`src/verilog/rse_cfg.svh`:
```
`ifndef RSE_CFG_SVH
`define RSE_CFG_SVH
// ****************************************
// widths and reset values
// ****************************************
`define RSE_DATA_W 8
`define RSE_ACC_RST 8'h00
`define RSE_WDT_RST 8'h00
`define RSE_PRE_RST 8'h00
`define RSE_WDT_W 8
`define RSE_PRE_W 8
`define RSE_MSB 7
`define RSE_NIB_MSB 3
// status flag reset values (power-down and expiry read 1 after power-up)
`define RSE_PD_RST 1'b1
`define RSE_TO_RST 1'b1
`define RSE_C_RST 1'b0
`define RSE_DC_RST 1'b0
`define RSE_Z_RST 1'b0
`endif

```
`src/verilog/rse_pkg.sv`:
```
package rse_pkg;
    // ****************************************
    // types
    // ****************************************
    typedef enum logic [2:0] {
        RSE_OP_NONE,
        RSE_OP_ROTATE_LEFT,
        RSE_OP_ROTATE_RIGHT,
        RSE_OP_LITERAL_MINUS_ACC,
        RSE_OP_SLEEP
    } rse_op_type;
    typedef enum logic {
        RSE_RUN,
        RSE_ASLEEP
    } rse_state_type;
endpackage

```
`src/verilog/rse_alu.sv`:
```
`timescale 1ns/1ps
`include "rse_cfg.svh"
// ****************************************
// combinational result and flag unit
// ****************************************
module rse_alu (
    // operation and operands
    input wire rse_pkg::rse_op_type op_in,
    input wire logic [7:0] file_in,
    input wire logic [7:0] acc_in,
    input wire logic [7:0] lit_in,
    input wire logic carry_in,
    // results
    output logic [7:0] result_out,
    output logic carry_out,
    output logic half_carry_out,
    output logic zero_out
);
    import rse_pkg::*;
    logic [8:0] diff;
    logic [4:0] ndiff;
    // result and flag selection per operation
    always_comb begin
        diff = {1'b0, lit_in} - {1'b0, acc_in};
        ndiff = {1'b0, lit_in[`RSE_NIB_MSB:0]} - {1'b0, acc_in[`RSE_NIB_MSB:0]};
        result_out = 8'h00;
        carry_out = carry_in;
        half_carry_out = 1'b0;
        zero_out = 1'b0;
        unique case (op_in)
            RSE_OP_ROTATE_LEFT: begin
                result_out = {file_in[`RSE_MSB-1:0], carry_in};
                carry_out = file_in[`RSE_MSB];
            end
            RSE_OP_ROTATE_RIGHT: begin
                result_out = {carry_in, file_in[`RSE_MSB:1]};
                carry_out = file_in[0];
            end
            RSE_OP_LITERAL_MINUS_ACC: begin
                result_out = diff[7:0];
                carry_out = ~diff[8];
                half_carry_out = ~ndiff[4];
                zero_out = (diff[7:0] == 8'h00);
            end
            default: begin
                result_out = 8'h00;
            end
        endcase
    end
endmodule

```
`src/verilog/rse_exec.sv`:
```
`timescale 1ns/1ps
`include "rse_cfg.svh"
module rse_exec (
    // clock and reset
    input wire logic CLK_IN,
    input wire logic RSTN_IN,
    // instruction
    input wire logic EXEC_IN,
    input wire rse_pkg::rse_op_type OP_IN,
    input wire logic DEST_FILE_IN,
    input wire logic [7:0] FILE_DATA_IN,
    input wire logic [7:0] LITERAL_IN,
    // watchdog advance and wake
    input wire logic WDT_TICK_IN,
    input wire logic WAKE_IN,
    // file write-back
    output logic FILE_WE_OUT,
    output logic [7:0] FILE_WDATA_OUT,
    // architectural state
    output logic [7:0] ACC_OUT,
    output logic CARRY_OUT,
    output logic HALF_CARRY_FLAG_OUT,
    output logic ZERO_OUT,
    output logic POWER_DOWN_FLAG_OUT,
    output logic WATCHDOG_EXPIRY_FLAG_OUT,
    // watchdog and power state
    output logic [7:0] WDT_COUNT_OUT,
    output logic [7:0] WDT_PRESCALE_OUT,
    output logic OSC_RUN_OUT,
    output logic ASLEEP_OUT
);
    import rse_pkg::*;
    // ****************************************
    // state
    // ****************************************
    typedef struct packed {
        rse_state_type state;
        logic [7:0] acc;
        logic c;
        logic dc;
        logic z;
        logic pd;
        logic to;
        logic [7:0] wdt;
        logic [7:0] pre;
        logic fwe;
        logic [7:0] fdata;
    } rse_regs_type;
    rse_regs_type r_q;
    rse_regs_type r_d;
    logic [7:0] alu_res;
    logic alu_c;
    logic alu_dc;
    logic alu_z;
    logic issue;
    // ****************************************
    // datapath
    // ****************************************
    rse_alu u_alu (
        .op_in(OP_IN),
        .file_in(FILE_DATA_IN),
        .acc_in(r_q.acc),
        .lit_in(LITERAL_IN),
        .carry_in(r_q.c),
        .result_out(alu_res),
        .carry_out(alu_c),
        .half_carry_out(alu_dc),
        .zero_out(alu_z)
    );
    // instructions only execute while awake
    assign issue = EXEC_IN && (r_q.state == RSE_RUN);
    // next-state logic
    always_comb begin
        r_d = r_q;
        r_d.fwe = 1'b0;
        // free-running watchdog prescaler and count while awake
        if (r_q.state == RSE_RUN && WDT_TICK_IN) begin
            r_d.pre = r_q.pre + 8'h01;
            if (r_q.pre == 8'hFF) begin
                r_d.wdt = r_q.wdt + 8'h01;
            end
        end
        unique case (r_q.state)
            RSE_RUN: begin
                if (issue) begin
                    unique case (OP_IN)
                        RSE_OP_ROTATE_LEFT, RSE_OP_ROTATE_RIGHT: begin
                            r_d.c = alu_c;
                            if (DEST_FILE_IN) begin
                                r_d.fwe = 1'b1;
                                r_d.fdata = alu_res;
                            end else begin
                                r_d.acc = alu_res;
                            end
                        end
                        RSE_OP_LITERAL_MINUS_ACC: begin
                            r_d.acc = alu_res;
                            r_d.c = alu_c;
                            r_d.dc = alu_dc;
                            r_d.z = alu_z;
                        end
                        RSE_OP_SLEEP: begin
                            r_d.pd = 1'b0;
                            r_d.to = 1'b1;
                            r_d.wdt = `RSE_WDT_RST;
                            r_d.pre = `RSE_PRE_RST;
                            r_d.state = RSE_ASLEEP;
                        end
                        default: begin
                            r_d.fwe = 1'b0;
                        end
                    endcase
                end
            end
            RSE_ASLEEP: begin
                // oscillator stays stopped until woken
                if (WAKE_IN) begin
                    r_d.state = RSE_RUN;
                end
            end
        endcase
    end
    // state register
    always_ff @(posedge CLK_IN or negedge RSTN_IN) begin
        if (!RSTN_IN) begin
            r_q.state <= RSE_RUN;
            r_q.acc <= `RSE_ACC_RST;
            r_q.c <= `RSE_C_RST;
            r_q.dc <= `RSE_DC_RST;
            r_q.z <= `RSE_Z_RST;
            r_q.pd <= `RSE_PD_RST;
            r_q.to <= `RSE_TO_RST;
            r_q.wdt <= `RSE_WDT_RST;
            r_q.pre <= `RSE_PRE_RST;
            r_q.fwe <= 1'b0;
            r_q.fdata <= 8'h00;
        end else begin
            r_q <= r_d;
        end
    end
    // ****************************************
    // outputs
    // ****************************************
    assign FILE_WE_OUT = r_q.fwe;
    assign FILE_WDATA_OUT = r_q.fdata;
    assign ACC_OUT = r_q.acc;
    assign CARRY_OUT = r_q.c;
    assign HALF_CARRY_FLAG_OUT = r_q.dc;
    assign ZERO_OUT = r_q.z;
    assign POWER_DOWN_FLAG_OUT = r_q.pd;
    assign WATCHDOG_EXPIRY_FLAG_OUT = r_q.to;
    assign WDT_COUNT_OUT = r_q.wdt;
    assign WDT_PRESCALE_OUT = r_q.pre;
    assign OSC_RUN_OUT = (r_q.state == RSE_RUN);
    assign ASLEEP_OUT = (r_q.state == RSE_ASLEEP);
endmodule

```
`config.mk`:
```
export PLATFORM = sky130hd
export DESIGN_NAME = rse_exec
export DESIGN_NICKNAME = d
export VERILOG_FILES = /design/src/verilog/rse_pkg.sv /design/src/verilog/rse_alu.sv /design/src/verilog/rse_exec.sv
export VERILOG_INCLUDE_DIRS = /design/src /design/src/verilog
export SDC_FILE = /design/constraint.sdc
export NUM_CORES = 1
export LEC_CHECK = 0
export ABC_AREA = 0
export BUFFER_PORTS_ARGS = -buffer_cell sky130_fd_sc_hd__buf_2
export CAP_MARGIN = 10
export CELL_PAD_IN_SITES_DETAIL_PLACEMENT = 0
export CELL_PAD_IN_SITES_GLOBAL_PLACEMENT = 2
export CORE_UTILIZATION = 31
export DETAILED_ROUTE_END_ITERATION = 10
export PLACE_DENSITY = 0.88
export SETUP_SLACK_MARGIN = 0.3
export SYNTH_ARGS = -nofsm -noshare
export SYNTH_HDL_FRONTEND = slang
export SYNTH_SLANG_ARGS = --single-unit
```
`constraint.sdc`:
```
create_clock -name CLK_IN -period 2.75 [get_ports CLK_IN]
set_clock_uncertainty 0.15 [all_clocks]
set_input_delay 0.55 -clock CLK_IN [delete_from_list [all_inputs] [get_ports CLK_IN]]
set_output_delay 0.55 -clock CLK_IN [all_outputs]
set_load 0.01 [all_outputs]
```
Word-level counts from Yosys, hierarchy flattened
Index checks and enable logic that the tools add are counted.

Bits in latches: 0. Bits in writable memories: 0. ROM bits: 0. Memories kept: 0. Register bits after elaboration: 38. Logic and storage cells: 49. Input port bits: 25. Output and inout bits: 40.

Multiplexer cells: 16. Bitwise operators: 3. Equality and inequality tests: 6. Shift-type cells: 0. $mul: 0. Magnitude comparators: 0. Div/mod/pow operators: 0. Reduce and logical (&&, ||, !) cells: 10. Add/sub/neg operators: 4.

Operators by type and width (number): 39-bit two-way mux (1); 25-bit two-way mux (1); 8-bit two-way mux (3); 8-bit case mux with 3 select lines (1); 18-bit two-way mux (1); 9-bit case mux with 2 select lines (1); 8-bit by 1-bit adder with 8-bit output, second input constant (2); 16-bit two-way mux (1); 9-bit two-way mux (1); 3-bit AND reduction (3); 8-bit by 8-bit subtractor with 9-bit output (1); 8-bit equality test, second input constant (1); 8-bit zero test (1); 4-bit AND reduction (2); 3-bit by 2-bit equality test with 1-bit output, second input constant (2); 4-bit by 4-bit subtractor with 5-bit output (1); 3-bit by 1-bit equality test with 1-bit output, second input constant (1); 3-bit equality test, second input constant (1); 1-bit two-way mux (3); 1-bit inverter (3); 1-bit case mux with 3 select lines (1); 1-bit logical AND (2); 2-bit two-way mux (1); 2-bit inequality test, second input constant (1); other kinds (3) (3).

Logic depth before layout (Yosys ltp)
Depth in word-level cells: 6. Depth in mapped cells: 9. Gate-level depth less buffers: 9.

By module
From an unflattened synthesis, not the netlist that was laid out.

Cell total of the unflattened synthesis: 238. Area, all modules: 2412.3 µm².

Modules (own cells, without submodules): rse_exec (instances 1, area each 1715.4 µm², sequential area each 952.2 µm², cells each 135); rse_alu (instances 1, area each 696.9 µm², sequential area each 0.0 µm², cells each 103).

Worst setup path before layout
Ideal clock, no wire load.

Kind: input -> register. From: in LITERAL_IN[0]. To: reg r_q (netlist bit ZERO_OUT). Cell stages on the path: 9. Library setup time: 120 ps. Setup slack: 359 ps. Required time: 2480 ps. Buffers on the path: 0. Arrival: 2121 ps. Cells stage by stage: inv_1 -> ha_1 -> inv_1 -> fa_1 -> a21o_1 -> a221oi_1 -> xnor2_1 -> a21oi_1 -> a31o_1.

Longest elaborated chain between the ends: 2.

Ends and longest elaborated chain: start: declaration (line rse_exec.sv:12) `input wire logic [7:0] LITERAL_IN,`; 8-bit by 8-bit subtractor with 9-bit output (line rse_alu.sv:24) `diff = {1'b0, lit_in} - {1'b0, acc_in};`; 8-bit zero test (line rse_alu.sv:43) `zero_out = (diff[7:0] == 8'h00);`; end signal: assignment (line rse_exec.sv:138) `r_q <= r_d;`; end: declaration (line rse_exec.sv:49) `rse_regs_type r_q;`.

No other way between the ends. A chain may end at the register's enable or synchronous reset.

Worst setup path after layout
Ends and elaborated chain as after synthesis.

==> impl_metrics.toml <==
[power]
leakagePower_nw = 1.374
seqPwrFrac_pct = 42.9
internal-power_mw = 1.114
pwr-share-clk_pct = 20.8
power_mw = 1.720
comb_power_share_pct = 36.3
switching_share_pct = 35.20
switching_power_mw = 0.6053
peakVddDrop_v = 0.0002950
power.density_mw_per_mm2 = 633.1

[clock_network]
path_clk_slew_ps = 70
cts_buffer_depth = 2
cts_tree = "built"
holdBufCountCts = 0
cts_root_buf = "clkbuf_8"
cts.sink_count = 38
clk_latency_ps = 280
htree_levels = 2
cts_made_buffers = 5

[synth]
synth-seq-cells = 38
yosysTopAreaCell = "dfrtp_1"
yosys_warnings = 0
synth-edff-count = 0
ys_types = 50
syn_nets = 264
syn_inst = 227
netlist.area_leader.share_pct = 41.50
yosysSeqAreaShare_pct = 42.68
ys_async_sr_fraction_pct = 100.0
synth_area_leaders = "dfrtp_1, ha_1, nor2_1"
synth.most_common_cell = "dfrtp_1"
synthTopCellsByCount = "dfrtp_1, nor2_1, nand2_1"
synth_area_mm2 = 0.002231
synth_area_per_cell_um2 = 9.828
synth_flop_cell = "dfrtp_1"

[route]
wl_per_cell_um = 13.85
drc = 0
viasPerCell = 4.718
wl_um = 5361
firstDrtPassIters = 4
drt_iter0_markers = 78
ant_nets = 0
vias = 1826

[layout]
layout-drive-gt1-share_pct = 29.90
fill_cells = 721
design_area_mm2 = 0.002716
diodes = 0
multi_input_area_mm2 = 0.001185
instances_no_fill = 387
fin_nets = 328
seqCellArea_um2 = 952.2
area_growth_pct = 21.76

[timing]
rsz0062_at_grt = "yes"
slew_violations = 0
period_share_pct = 84.63
relSlewSlack_pct = 42.20
finalHoldViolCount = 0
period_needed_ps = 2327
setup_viol = 0
worst_slew_pin_slew_ps = 866.9
setup_slack_ps = 422.7
max_freq_mhz = 429.7
tns_ps = 0

[grt]
grt_pass1_wl_um = 8797
first_global_vias = 1760
antenna_found_initial = 0
track_usage_pct = 15.25
grt_max_degree = 39
grt_overflow = 0

[floorplan]
rows = 30
core_area_mm2 = 0.006869
die_x_um = 86.83
io_pins = 65
start_util_pct = 32.48
die-area_mm2 = 0.007539
die_h_um = 86.83

[worst_setup_path]
critPathRequiredTime_ps = 2770
worstSetupPathType = "in -> reg"
crit_fanout = 2
arrival_ps = 2350
start_kind = "primary input"
cp-end-kind = "flip-flop"

[place]
post-place-ws_ps = 111.8
place_area_mm2 = 0.002639
io_buffer_count = 63
dp.final_hpwl_um = 4133
placedCellCount = 380
finalWeightedCongestion = 0.7685

[min_path]
hold_class = "in -> async"

[flow_run]
maxCapViolCount = 0

[status]
run_status = "finished, final reports clean"
layout by cell type, fill, tap and decap left out, types with 5 or more instances in the layout:
| master | n |
|---|---|
| buf_2 | 63 |
| mux2_2 | 7 |
| clkbuf_8 | 5 |
| o21ai_0 | 10 |
| a21oi_1 | 13 |
| nor2b_1 | 6 |
| a22oi_1 | 6 |
| nand2_1 | 14 |
| nor2_1 | 29 |
| dfrtp_1 | 37 |
| xor2_1 | 9 |
| inv_1 | 11 |
| xnor2_1 | 7 |
| ha_1 | 11 |
| a31oi_1 | 5 |
stage by stage:
stage,hold WS (ps),util [%]
finish,227.8,39.54
global placement,315.1,38.42
floorplan,104.4,-
detailed placement,325.2,38.42
CTS,269.9,39.53
global route,285.5,39.54
flip-flops by register name (all words and copies together) (netlist names), named ones only:
name / cells
WDT_PRESCALE_OUT: 8
ACC_OUT: 8
POWER_DOWN_FLAG_OUT: 1
FILE_WE_OUT: 1
ZERO_OUT: 1
HALF_CARRY_FLAG_OUT: 1
WDT_COUNT_OUT: 8
FILE_WDATA_OUT: 8
ASLEEP_OUT: 1
power by group through the flow:
stage	Sequential [mW]	Combinational [mW]	Clock (mW)
floorplan	0.782	0.372	0
finish	0.738	0.624	0.357
global placement	0.751	0.620	0
CTS	0.741	0.631	0.373
global route	0.756	0.702	0.398
detailed placement	0.751	0.626	0
path summary, 6_finish.rpt:
check | start | endpoint | slack, ps | depth (start not counted)
setup / recovery | LITERAL_IN[0] | ZERO_OUT | 420 | 10
max in group asynchronous | RSTN_IN | ACC_OUT[5] | 1680 | 1
setup reg to reg | ACC_OUT[0] | ZERO_OUT | 440 | 8
hold reg to reg | POWER_DOWN_FLAG_OUT | POWER_DOWN_FLAG_OUT | 330 | 1
min in group CLK_IN | WAKE_IN | ASLEEP_OUT | 280 | 2
hold / removal | RSTN_IN | WDT_COUNT_OUT[7] | 230 | 1
metal layers:
| layer | GRT usage, % | up-vias | share of wire, % |
|---|---|---|---|
| met1 | 21.71 | 861 | 48 |
| met4 | 3.636 | 0 | 1.0 |
| met2 | 23.77 | 35 | 47 |
| met5 | 0 | - | 0 |
| met3 | 2.952 | 5 | 3.5 |
| li1 | - | 925 | - |
cells by family (layout without fill, tap and decap cells):
kind of cell               Yosys count  in the layout  synth area share [%]
AOI/OAI and AO/OA                   50             50                 15.70
buffers and inverters               21             85                 4.262
other                                1              1                0.1681
muxes                               11             11                 5.328
DFF                                 38             38                 42.68
xor gates and xnor gates            16             16                 6.282
adders and majority gates           12             12                 7.067
and+or+nand+nor                     78             78                 18.51
layout make-up:
type                       instances  area share (%)
multi-input combinational        168           43.62
sequential                        38           35.05
tap                               96           4.422
clock buffer                       7           2.810
inverter                          12           1.658
timing repair buffer              66           12.44
critical path, stage by stage:
cell      delay, ps
buf_2            90
inv_1            70
ha_1            150
inv_1            50
fa_1            390
a21o_1          220
a221oi_1        370
xnor2_1         190
a21oi_1          60
a31o_1          220
timing repair:
action | in CTS | in global routing
gates resized for setup | 0 | 1
setup buffers | 0 | 0
endpoints found under the setup margin | 0 | 2
Note: power is estimated with default switching activity, not from simulation.
